==> src/inc/els_pkg.sv <==
// Constants, register map and state type of the laser sequencer
//
// Summary of operation
// [RQ1] Supply-on rises once the diode supply runs; it does not mean emission.
// [RQ2] Controller waits 2 ms or more after selecting external control.
// [RQ3] Diode supply start phase ends within 5 s; supply then counts as running.
// [RQ4] A schedule becomes established only after being held for the acceptance time.
// [RQ5] With heat control on and heat setting changing, establishment takes about 200 ms.
// [RQ6] Acceptance time defaults to 4 ms; 0.1, 1, 2, 8 or 16 ms selectable.
// [RQ7] Output-ready rises within 1 s after preparation begins.
// [RQ8] Controller allows 150 ms of shutter travel before laser start.
// [RQ9] Laser start is taken only after staying asserted for the acceptance time.
// [RQ10] Oscillation begins 50 to 100 us after the start acceptance time.
// [RQ11] Each finished output is followed by an end pulse.
// [RQ12] After each output, high and low outputs judge energy against limits.
// [RQ13] End and judgement pulses last 20 ms, or 30 or 40 ms by setting.
// [RQ14] Two-branch mode drives both branch outputs together on one start.
// [RQ15] Repeated mode emits pulse trains at 50 pulses per second or faster.
// [RQ16] At high rates a monitor error pulse lasts at least 1 ms.
// [RQ17] One input selects front-front_panel_mode (open) or external control (closed).
// [RQ18] The controller closes laser start to emit and opens it to stop.
// [RQ19] All intervals count a fixed sub-millisecond tick; reset clears them. The oscillation delay counts clock cycles instead.
// [RQ20] Input changes shorter than the acceptance time are discarded.
package els_pkg;

  localparam int CLK_NS   = 40;
  localparam int TICK_US  = 100;
  localparam int TICK_CYC = TICK_US * 1000 / CLK_NS;
  localparam int TW       = 16;
  localparam int SW       = 4;
  localparam int AW       = 8;
  localparam int DW       = 32;

  localparam int SUPPLY_MAX_US = 5000000;
  localparam int PREP_MAX_US   = 1000000;
  localparam int HEAT_ACC_US   = 200000;
  localparam int ACC_US [6]    = '{4000, 100, 1000, 2000, 8000, 16000};
  localparam int PW_US  [3]    = '{20000, 30000, 40000};
  localparam int MON_FAST_US   = 1000;
  localparam int OSC_MIN_US    = 50;
  localparam int OSC_MAX_US    = 100;
  localparam int OSC_DLY_CYC   = ((OSC_MIN_US + OSC_MAX_US) / 2) * 1000 / CLK_NS;
  localparam int OSC_W         = 12;
  localparam int NTMR          = 5;
  localparam int T_SEQ         = 0;
  localparam int T_SCH         = 1;
  localparam int T_END         = 2;
  localparam int T_HI          = 3;
  localparam int T_LO          = 4;

  // Least time: an extra tick covers the unknown phase of the tick at load
  function automatic logic [TW-1:0] least_ticks(input int us);
    return TW'((us + TICK_US - 1) / TICK_US + 1);
  endfunction

  function automatic logic [TW-1:0] most_ticks(input int us);
    return (us < TICK_US) ? TW'(1) : TW'(us / TICK_US);
  endfunction

  localparam logic [AW-1:0] A_CTRL   = 8'h00;
  localparam logic [AW-1:0] A_STATUS = 8'h04;
  localparam logic [AW-1:0] A_EMIT   = 8'h08;
  localparam logic [AW-1:0] A_GAP    = 8'h0c;
  localparam logic [AW-1:0] A_UPPER  = 8'h10;
  localparam logic [AW-1:0] A_LOWER  = 8'h14;
  localparam logic [AW-1:0] A_HEAT   = 8'h18;
  localparam logic [AW-1:0] A_ENERGY = 8'h1c;

  localparam int C_SUPPLY = 0;
  localparam int C_TWO    = 1;
  localparam int C_REP    = 2;
  localparam int C_FAST   = 3;
  localparam int C_HEAT   = 4;
  localparam int C_ACC_LO = 5;
  localparam int C_PW_LO  = 8;
  localparam int CTRL_W   = 10;
  localparam logic [CTRL_W-1:0] CTRL_RST  = 10'h000;
  localparam logic [TW-1:0]     EMIT_RST  = 16'h0064;
  localparam logic [TW-1:0]     GAP_RST   = 16'h0064;
  localparam logic [TW-1:0]     UPPER_RST = 16'hffff;
  localparam logic [TW-1:0]     LOWER_RST = 16'h0000;

  typedef enum logic [3:0] {
    ST_OFF, ST_SUPPLY, ST_IDLE, ST_PREP, ST_READY,
    ST_ACCEPT, ST_OSC, ST_EMIT, ST_GAP, ST_HOLD
  } els_state_t;

endpackage

==> src/inc/els_tmr_if.sv <==
// Load/tick/busy bundle between the sequencer and one tick timer
`timescale 1ns/1ps
`default_nettype none
interface els_tmr_if
  import els_pkg::*;
(
  input wire logic clk, // Block clock
  input wire logic rst  // Asynchronous reset, active high
);
  logic          tick;
  logic          load;
  logic [TW-1:0] val;
  logic          busy;
  logic          done;
  modport timer (input clk, rst, tick, load, val, output busy, done);
  modport user  (output tick, load, val, input busy, done);
endinterface
`default_nettype wire

==> src/hw/els_timer.sv <==
// Tick-driven down counter, busy from load until the last tick
`timescale 1ns/1ps
`default_nettype none
module els_timer
  import els_pkg::*;
(
  els_tmr_if.timer bus // Load and status bundle
);
  logic [TW-1:0] cnt;
  logic          busy;

  assign bus.busy = busy;
  assign bus.done = busy & bus.tick & (cnt == TW'(1));

  always_ff @(posedge bus.clk or posedge bus.rst) begin
    if (bus.rst) begin
      cnt  <= '0;
      busy <= 1'b0;
    end else if (bus.load) begin
      // Reload wins so a retrigger restarts the full interval
      cnt  <= bus.val;
      busy <= (bus.val != '0);
    end else if (bus.done) begin
      cnt  <= '0;
      busy <= 1'b0;
    end else if (busy && bus.tick) begin
      cnt  <= cnt - TW'(1);
    end
  end
endmodule
`default_nettype wire

==> src/hw/els_top.sv <==
// External-control laser sequencer: supply, schedule, start, emission, end and monitor
//
// Design decisions made here: the register addresses and the strobed register port.
`timescale 1ns/1ps
`default_nettype none
module els_top
  import els_pkg::*;
#(
  parameter int TICK_CYCLES      = TICK_CYC,
  parameter int SUPPLY_TMO_TICKS = int'(most_ticks(SUPPLY_MAX_US)),
  parameter int PREP_TMO_TICKS   = int'(most_ticks(PREP_MAX_US)),
  parameter int HEAT_ACC_TICKS   = int'(least_ticks(HEAT_ACC_US))
) (
  input  wire logic          i_ref_clk,          // 25 MHz clock
  input  wire logic          i_rst,              // Async reset, active high
  input  wire logic [AW-1:0] i_addr,             // Register byte address
  input  wire logic [DW-1:0] i_wdata,            // Write data
  input  wire logic          i_wr,               // Write strobe
  input  wire logic          i_rd,               // Read strobe
  output var  logic [DW-1:0] o_rdata,            // Read data, cycle after i_rd
  input  wire logic          i_ext_sel,          // Pin: external control
  input  wire logic          i_start,            // Pin: laser start
  input  wire logic [SW-1:0] i_sched,            // Pins: schedule, 0 = none
  input  wire logic          i_supply_ok,        // Pin: supply started
  input  wire logic          i_prep_ok,          // Pin: preparation done
  input  wire logic [TW-1:0] i_energy,           // Measured energy, same clock
  output var  logic          o_front_panel_mode, // Panel has control
  output var  logic          o_supply_en,        // Supply contactor drive
  output var  logic          o_supply_on,        // Diode supply running
  output var  logic [SW-1:0] o_sched,            // Established schedule
  output var  logic          o_sched_valid,      // A schedule is established
  output var  logic          o_ready,            // Output ready
  output var  logic          o_emit_b1,          // Emission, branch 1
  output var  logic          o_emit_b2,          // Emission, branch 2
  output var  logic          o_end,              // End pulse
  output var  logic          o_mon_high,         // Energy above upper limit
  output var  logic          o_mon_low           // Energy below lower limit
);

  ////////////////////////////////////////
  // Pin synchronisers

  localparam int PINS = SW + 4;
  logic [PINS-1:0] pin_meta;
  logic [PINS-1:0] pin_sync;

  always_ff @(posedge i_ref_clk or posedge i_rst) begin
    if (i_rst) begin
      pin_meta <= '0;
      pin_sync <= '0;
    end else begin
      pin_meta <= {i_ext_sel, i_start, i_supply_ok, i_prep_ok, i_sched};
      pin_sync <= pin_meta;
    end
  end

  wire logic          ext_s    = pin_sync[SW+3];
  wire logic          start_s  = pin_sync[SW+2];
  wire logic          sup_ok_s = pin_sync[SW+1];
  wire logic          prep_s   = pin_sync[SW];
  wire logic [SW-1:0] sched_s  = pin_sync[SW-1:0];

  ////////////////////////////////////////
  // Time base

  logic [TW-1:0] tick_cnt;
  wire  logic    tick = (tick_cnt == '0);

  always_ff @(posedge i_ref_clk or posedge i_rst) begin
    if (i_rst) begin
      tick_cnt <= '0;
    end else if (tick) begin
      tick_cnt <= TW'(TICK_CYCLES - 1); // RQ19
    end else begin
      tick_cnt <= tick_cnt - TW'(1);
    end
  end

  els_tmr_if u_tif [NTMR] (.clk(i_ref_clk), .rst(i_rst));

  genvar g;
  generate
    for (g = 0; g < NTMR; g++) begin : g_tmr
      assign u_tif[g].tick = tick;
      els_timer u_tmr (.bus(u_tif[g])); // RQ19
    end
  endgenerate

  ////////////////////////////////////////
  // Register file

  logic [CTRL_W-1:0] ctrl;
  logic [TW-1:0]     emit_time;
  logic [TW-1:0]     gap_time;
  logic [TW-1:0]     upper;
  logic [TW-1:0]     lower;
  logic [TW-1:0]     heat_map;
  logic [TW-1:0]     energy;

  wire logic wr_ctrl  = i_wr && (i_addr == A_CTRL);
  wire logic wr_emit  = i_wr && (i_addr == A_EMIT);
  wire logic wr_gap   = i_wr && (i_addr == A_GAP);
  wire logic wr_upper = i_wr && (i_addr == A_UPPER);
  wire logic wr_lower = i_wr && (i_addr == A_LOWER);
  wire logic wr_heat  = i_wr && (i_addr == A_HEAT);

  always_ff @(posedge i_ref_clk or posedge i_rst) begin
    if (i_rst) begin
      ctrl      <= CTRL_RST;
      emit_time <= EMIT_RST;
      gap_time  <= GAP_RST;
      upper     <= UPPER_RST;
      lower     <= LOWER_RST;
      heat_map  <= '0;
    end else begin
      if (wr_ctrl)  ctrl      <= i_wdata[CTRL_W-1:0];
      if (wr_emit)  emit_time <= i_wdata[TW-1:0];
      if (wr_gap)   gap_time  <= i_wdata[TW-1:0];
      if (wr_upper) upper     <= i_wdata[TW-1:0];
      if (wr_lower) lower     <= i_wdata[TW-1:0];
      if (wr_heat)  heat_map  <= i_wdata[TW-1:0];
    end
  end

  wire logic       supply_en = ctrl[C_SUPPLY];
  wire logic       two_br    = ctrl[C_TWO];
  wire logic       rep_mode  = ctrl[C_REP];
  wire logic       fast_mon  = ctrl[C_FAST];
  wire logic       heat_en   = ctrl[C_HEAT];
  wire logic [2:0] acc_sel   = ctrl[C_ACC_LO +: 3];
  wire logic [1:0] pw_sel    = ctrl[C_PW_LO +: 2];

  // Unlisted codes fall back to the defaults
  wire logic [TW-1:0] acc_ticks =
    (acc_sel == 3'h1) ? least_ticks(ACC_US[1]) :
    (acc_sel == 3'h2) ? least_ticks(ACC_US[2]) :
    (acc_sel == 3'h3) ? least_ticks(ACC_US[3]) :
    (acc_sel == 3'h4) ? least_ticks(ACC_US[4]) :
    (acc_sel == 3'h5) ? least_ticks(ACC_US[5]) :
                        least_ticks(ACC_US[0]); // RQ6
  wire logic [TW-1:0] pw_ticks =
    (pw_sel == 2'h1) ? least_ticks(PW_US[1]) :
    (pw_sel == 2'h2) ? least_ticks(PW_US[2]) :
                       least_ticks(PW_US[0]); // RQ13
  wire logic [TW-1:0] mon_ticks =
    (rep_mode && fast_mon) ? least_ticks(MON_FAST_US) : pw_ticks; // RQ16
  // A zero time would leave the sequencer waiting forever
  wire logic [TW-1:0] emit_ticks = (emit_time == '0) ? TW'(1) : emit_time;
  wire logic [TW-1:0] gap_ticks  = (gap_time == '0) ? TW'(1) : gap_time;

  ////////////////////////////////////////
  // Schedule filter

  logic [SW-1:0] sched_cand;
  logic [SW-1:0] sched_est;
  logic          sched_valid;

  wire logic sched_chg  = ext_s && (sched_s != sched_cand);
  wire logic heat_chg   = heat_en && (heat_map[sched_s] != heat_map[sched_est]);
  wire logic sched_take = u_tif[T_SCH].done;

  // Any new pattern restarts the wait, so short glitches never establish
  assign u_tif[T_SCH].load = sched_chg; // RQ20
  assign u_tif[T_SCH].val  = heat_chg ? TW'(HEAT_ACC_TICKS) : acc_ticks; // RQ5

  always_ff @(posedge i_ref_clk or posedge i_rst) begin
    if (i_rst) begin
      sched_cand  <= '0;
      sched_est   <= '0;
      sched_valid <= 1'b0;
    end else begin
      if (sched_chg) sched_cand <= sched_s;
      if (sched_take && !sched_chg) begin
        sched_est   <= sched_cand; // RQ4
        sched_valid <= (sched_cand != '0);
      end
    end
  end

  ////////////////////////////////////////
  // Sequencer

  els_state_t       state;
  els_state_t       next_state;
  logic             seq_load;
  logic [TW-1:0]    seq_val;
  logic [OSC_W-1:0] osc_cnt;

  wire logic seq_done = u_tif[T_SEQ].done;
  wire logic osc_done = (state == ST_OSC) && (osc_cnt == '0);
  // Start opening or timer expiry finishes the output
  wire logic finish   = (state == ST_EMIT) && (seq_done || !start_s); // RQ18
  wire logic running  = (state != ST_OFF) && (state != ST_SUPPLY);
  wire logic ext_busy = (state == ST_ACCEPT) || (state == ST_OSC) ||
                        (state == ST_EMIT) || (state == ST_GAP) || (state == ST_HOLD);

  always_comb begin
    next_state = state;
    seq_load   = 1'b0;
    seq_val    = '0;
    case (state)
      ST_OFF: begin
        if (supply_en) begin
          next_state = ST_SUPPLY;
          seq_load   = 1'b1;
          seq_val    = TW'(SUPPLY_TMO_TICKS); // RQ3
        end
      end
      ST_SUPPLY: begin
        if (sup_ok_s || seq_done) begin
          next_state = ST_IDLE; // RQ3
        end
      end
      ST_IDLE: begin
        if (sched_valid && ext_s) begin
          next_state = ST_PREP;
          seq_load   = 1'b1;
          seq_val    = TW'(PREP_TMO_TICKS); // RQ7
        end
      end
      ST_PREP: begin
        if (prep_s || seq_done) begin
          next_state = ST_READY; // RQ7
        end
      end
      ST_READY: begin
        if (start_s) begin
          next_state = ST_ACCEPT;
          seq_load   = 1'b1;
          seq_val    = acc_ticks; // RQ9
        end
      end
      ST_ACCEPT: begin
        if (!start_s) begin
          next_state = ST_READY; // RQ20
        end else if (seq_done) begin
          next_state = ST_OSC; // RQ9
        end
      end
      ST_OSC: begin
        if (!start_s) begin
          next_state = ST_READY;
        end else if (osc_done) begin
          next_state = ST_EMIT; // RQ10
          seq_load   = 1'b1;
          seq_val    = emit_ticks;
        end
      end
      ST_EMIT: begin
        if (finish) begin
          if (rep_mode && start_s) begin
            next_state = ST_GAP; // RQ15
            seq_load   = 1'b1;
            seq_val    = gap_ticks;
          end else begin
            next_state = ST_HOLD;
          end
        end
      end
      ST_GAP: begin
        if (!start_s) begin
          next_state = ST_READY;
        end else if (seq_done) begin
          next_state = ST_EMIT; // RQ15
          seq_load   = 1'b1;
          seq_val    = emit_ticks;
        end
      end
      ST_HOLD: begin
        // One output per closure in single mode
        if (!start_s) begin
          next_state = ST_READY;
        end
      end
      default: begin
        next_state = ST_OFF;
      end
    endcase
    // Panel mode or a lost schedule drops back before any new output
    if ((!ext_s || !sched_valid) && (state == ST_READY || ext_busy) && !finish) begin
      next_state = ST_IDLE; // RQ17
      seq_load   = 1'b0;
    end
    if (!supply_en) begin
      next_state = ST_OFF;
      seq_load   = 1'b0;
    end
  end

  assign u_tif[T_SEQ].load = seq_load;
  assign u_tif[T_SEQ].val  = seq_val;

  always_ff @(posedge i_ref_clk or posedge i_rst) begin
    if (i_rst) begin
      state   <= ST_OFF;
      osc_cnt <= '0;
    end else begin
      state   <= next_state;
      osc_cnt <= (state == ST_ACCEPT) ? OSC_W'(OSC_DLY_CYC - 1) :
                 (osc_cnt != '0) ? osc_cnt - OSC_W'(1) : osc_cnt; // RQ10
    end
  end

  ////////////////////////////////////////
  // End and monitor judgement

  wire logic e_high = (i_energy > upper);
  wire logic e_low  = (i_energy < lower);

  assign u_tif[T_END].load = finish; // RQ11
  assign u_tif[T_END].val  = pw_ticks; // RQ13
  assign u_tif[T_HI].load  = finish && e_high; // RQ12
  assign u_tif[T_HI].val   = mon_ticks; // RQ16
  assign u_tif[T_LO].load  = finish && e_low; // RQ12
  assign u_tif[T_LO].val   = mon_ticks; // RQ16

  always_ff @(posedge i_ref_clk or posedge i_rst) begin
    if (i_rst) begin
      energy <= '0;
    end else if (finish) begin
      energy <= i_energy;
    end
  end

  ////////////////////////////////////////
  // Outputs

  wire logic next_emit = (next_state == ST_EMIT);

  always_ff @(posedge i_ref_clk or posedge i_rst) begin
    if (i_rst) begin
      o_emit_b1 <= 1'b0;
      o_emit_b2 <= 1'b0;
      o_ready   <= 1'b0;
      o_supply_on <= 1'b0;
      o_supply_en <= 1'b0;
      o_front_panel_mode <= 1'b1;
    end else begin
      o_emit_b1 <= next_emit;
      o_emit_b2 <= next_emit && two_br; // RQ14
      o_ready   <= (next_state == ST_READY) || (next_state == ST_ACCEPT);
      o_supply_on <= (next_state != ST_OFF) && (next_state != ST_SUPPLY); // RQ1
      o_supply_en <= (next_state != ST_OFF);
      o_front_panel_mode <= !ext_s; // RQ17
    end
  end

  assign o_sched       = sched_est;
  assign o_sched_valid = sched_valid;
  assign o_end         = u_tif[T_END].busy;
  assign o_mon_high    = u_tif[T_HI].busy;
  assign o_mon_low     = u_tif[T_LO].busy;

  ////////////////////////////////////////
  // Read port

  wire logic [DW-1:0] status = DW'({4'(state), sched_est, o_mon_low, o_mon_high,
    o_end, o_front_panel_mode, o_emit_b1, o_ready, sched_valid, running});

  wire logic [DW-1:0] rd_mux =
    (i_addr == A_CTRL)   ? DW'(ctrl) :
    (i_addr == A_STATUS) ? status :
    (i_addr == A_EMIT)   ? DW'(emit_time) :
    (i_addr == A_GAP)    ? DW'(gap_time) :
    (i_addr == A_UPPER)  ? DW'(upper) :
    (i_addr == A_LOWER)  ? DW'(lower) :
    (i_addr == A_HEAT)   ? DW'(heat_map) :
    (i_addr == A_ENERGY) ? DW'(energy) : '0;

  always_ff @(posedge i_ref_clk or posedge i_rst) begin
    if (i_rst) begin
      o_rdata <= '0;
    end else begin
      o_rdata <= i_rd ? rd_mux : '0;
    end
  end

endmodule
`default_nettype wire

==> config.mk <==
export PLATFORM = sky130hd
export DESIGN_NAME = els_top
export DESIGN_NICKNAME = d
export VERILOG_FILES = /design/src/inc/els_pkg.sv /design/src/inc/els_tmr_if.sv /design/src/hw/els_timer.sv /design/src/hw/els_top.sv
export SDC_FILE = /design/constraint.sdc
export NUM_CORES = 1
export LEC_CHECK = 0
export BUFFER_PORTS_ARGS = -buffer_cell sky130_fd_sc_hd__buf_2
export CAP_MARGIN = 20
export CORE_ASPECT_RATIO = 0.9
export CORE_MARGIN = 2
export CORE_UTILIZATION = 60
export CTS_CLUSTER_DIAMETER = 80
export DETAILED_ROUTE_END_ITERATION = 7
export GPL_TIMING_DRIVEN = 0
export HOLD_SLACK_MARGIN = 0.02
export MAX_ROUTING_LAYER = met4
export PLACE_DENSITY = 0.8
export SLEW_MARGIN = 20
export SYNTH_ARGS = -nofsm -noshare
export SYNTH_HDL_FRONTEND = slang
export SYNTH_SLANG_ARGS = --single-unit
==> constraint.sdc <==
create_clock -name i_ref_clk -period 10 [get_ports i_ref_clk]
set_input_delay 1.5 -clock i_ref_clk [delete_from_list [all_inputs] [get_ports i_ref_clk]]
set_output_delay 1.5 -clock i_ref_clk [all_outputs]
set_load 0.01 [all_outputs]
==> summary.txt <==
Synth
  – Largest family of logic cells by synthesized area: simple AND/OR/NAND/NOR gates
  – Count leader, synth: dfrtp_1
  – Async SR Flop Fraction: 1.00
  – Synth warn: 0
  – Synth top area share: 0.413
  – Syn_area_per_cell: 9.95 sq um
  – Synthesis-stage register bit count: 270
  – Synth top cells by count: dfrtp_1, nand2_1, nor2_1
  – Synth Area in Compound Gates: 0.136
  – Synth Area in Adders: 0.0401
  – Simple-gate portion of the synthesized area: 0.178
  – Portion of netlist area occupied by mux cells: 0.122
  – Synth Area in XOR/XNOR: 0.0234
  – Post-synthesis sequential area ratio: 0.453
  – EDFF count, synth: 0
  – Synth area leaders: dfrtp_1, mux2_2, mux2i_1
  – Library cells used by synthesis: about 80
  – Post-Synthesis Cells: 1505
  – Cell Area, Synth: between 0.01 and 0.015 sq mm
  – Ys flop type: dfrtp_1
  – Yosys top cell by area: dfrtp_1

Clock tree
  – Root Driver: clkbuf_16
  – Setup Fix Bufs, Post-CTS: 0
  – Clock Path Buffers: 3
  – Post-CTS Resized: 0
  – Sink Count: 270
  – CTS tree: yes
  – H-tree depth: 1
  – Hold_buf cts: 0
  – CTS Buf Count: 29
  – Latest clock arrival within the worst-skew pair: 0.57 ns
  – Worst-path clk slew: ~0.06 ns

Pwr
  – Power per cell area: 145 mW/mm^2
  – Worst vdd ir: approximately 0.15 mV
  – Int Pwr: between 1.5 and 2 mW
  – Sequential share of power: 0.475
  – Power Total: 2.45 mW
  – Comb power frac: 0.079
  – Sw frac: 0.245
  – Clock network fraction of total power: 0.446
  – Leakage power: around 7.6 nW
  – Sw power: between 0.6 and 0.7 mW

Global routing
  – Global-route wire length before repair: 63600 um
  – Antenna violations before repair: 1
  – Pin count of the biggest net entering global routing: 106
  – Vias in the first global route: 12000
  – Total global routing track utilization: 0.315
  – GRT overflow: 0

Cells and area
  – Finished Layout Cells: 1993
  – Design area: 0.0169 sq mm
  – Fin nets: 1749
  – Footprint of the multi-input gates: 0.00755 sq mm
  – Area occupied by registers: 0.00679 sq mm
  – Fin util: 0.693
  – Synthesis-to-finish area growth: 12.8%
  – Number of fill cells: 1820
  – Share of cells above drive strength 1: 0.179

STA
  – Slew @ Worst Pin: 1.02 ns
  – Period utilisation layout: 0.354
  – Endpoints failing hold: 0
  – RSZ-0062 raised after global routing: false
  – Setup TNS: 0 ns
  – Clock Skew: 0.0163 ns
  – Peak Freq: 0.282 GHz
  – Final setup violation count: 0
  – Hold slack: 0.347 ns
  – Final WS setup: around 6.5 ns
  – Final min period: 3.54 ns
  – Final Max Tran Viols: 0
  – Relative slew slack: 0.315

Worst hold path
  – Hold Path Class: reg -> reg

Drt
  – Detailed-route DRC error count: 0
  – ANT nets after route: 0
  – Final WL: 39200 um
  – DR iter-0 viols: 1186
  – Vias: 12400
  – Drt wl/cell: 19.7 um
  – Vias/cell: between 6 and 7
  – DR pass1 iterations: 8

Critical path
  – Critical Path Source Type: input port
  – CP Data Arrival Time: 3.99 ns
  – CP max FO: 10
  – Crit path required time: 10.45 ns
  – Crit path kind: in -> reg
  – Crit. End Element: flip-flop

Floorplan
  – Starting Density: 0.614
  – Die width: approximately 170 um
  – Die H: 154 um
  – Top Ports: 114
  – Core ar.: around 0.024 sq mm
  – Die area: around 0.026 sq mm
  – Number of core rows: 54

Placed design
  – Cells after DPL: 1938
  – DP Worst Slack: 5.98 ns
  – Final HPWL DP: 28400 um
  – Cell Area, Placed: roughly 0.016 sq mm
  – PortBufs: 79
  – RePlAce Congestion: 0.949

Outcome
  – Status: completed

Run
  – Max-cap violations: 0
## sequential cells by signal, indices dropped and copies added, names as in the netlist, 4 cells and up
| signal | cells |
|---|---|
| emit_time | 16 |
| g_tmr.u_tmr.cnt | 80 |
| ctrl | 10 |
| heat_map | 16 |
| tick_cnt | 16 |
| gap_time | 16 |
| o_sched | 4 |
| energy | 16 |
| osc_cnt | 12 |
| upper | 16 |
| o_rdata | 16 |
| pin_sync | 8 |
| state | 4 |
| pin_meta | 8 |
| sched_cand | 4 |
| lower | 16 |
| g_tmr.u_tmr.bus.busy | 5 |
## final cells by class
cell class,instances,area share
tap,336,0.0249
clock inverter,13,0.00948
multi-input combinational,1093,0.447
inverter,76,0.0173
timing repair buffer,82,0.0271
clock buffer,41,0.0480
buffer,81,0.0241
sequential,270,0.402
antenna,1,0.000148
## per-layer routing
metal  routed length (um)  track usage
met5                    0            -
met4                 1500        0.115
met3                 3420       0.0605
met2                17700        0.463
met1                16600        0.438
## power groups by stage
stage	Combinational, mW	Clock [mW]	Sequential (mW)
after floorplan	0.130	0	1.17
after global placement	0.180	0	1.18
after detailed placement	0.191	0	1.18
after CTS	0.193	1.10	1.16
after global routing	0.216	1.15	1.17
final	0.195	1.09	1.16
## final timing paths
check                       startpoint                     to  slack [ns]  depth (start not counted)
max                          i_addr[3]               lower[8]        6.46                          7
min                        pin_meta[7]            pin_sync[7]        0.35                          0
max reg2reg                tick_cnt[0]  g_tmr[4].u_tmr.cnt[1]        6.70                         11
min reg2reg                pin_meta[7]            pin_sync[7]        0.35                          0
max in group asynchronous        i_rst              upper[14]        7.61                          4
min in group asynchronous        i_rst           tick_cnt[14]        1.07                          2
## critical path, stage by stage
cell and delay, ns:
clkbuf_1 0.26, nor4_1 0.61, nand2_1 0.16, nor2_1 0.36, nand2_1 0.31, clkbuf_1 0.40
mux2_2 0.38
## logic make-up after synthesis
family                   Yosys count
AND/OR/NAND/NOR                  510
buffers and inverters            157
XOR/XNOR                          40
AO/OA/AOI/OAI                    319
flip-flops                       270
adder cells (fa/ha/maj)           48
multiplexers                     160
other                              1
## placed cells by master (no fill, tap or decap), drive strengths merged, types with 21 or more instances in the layout
master and instances:
o21ai 83, clkbuf 91, dfrtp 247, nor2 93, buf 113, a22oi 26, xnor2 21, dfstp 23
inv 77, mux2i 65, ha 48, nor4 41, a21oi 80, mux2 85, nand2 149, nor3 62
nand3 30
Note: power is estimated with default switching activity, not from simulation.
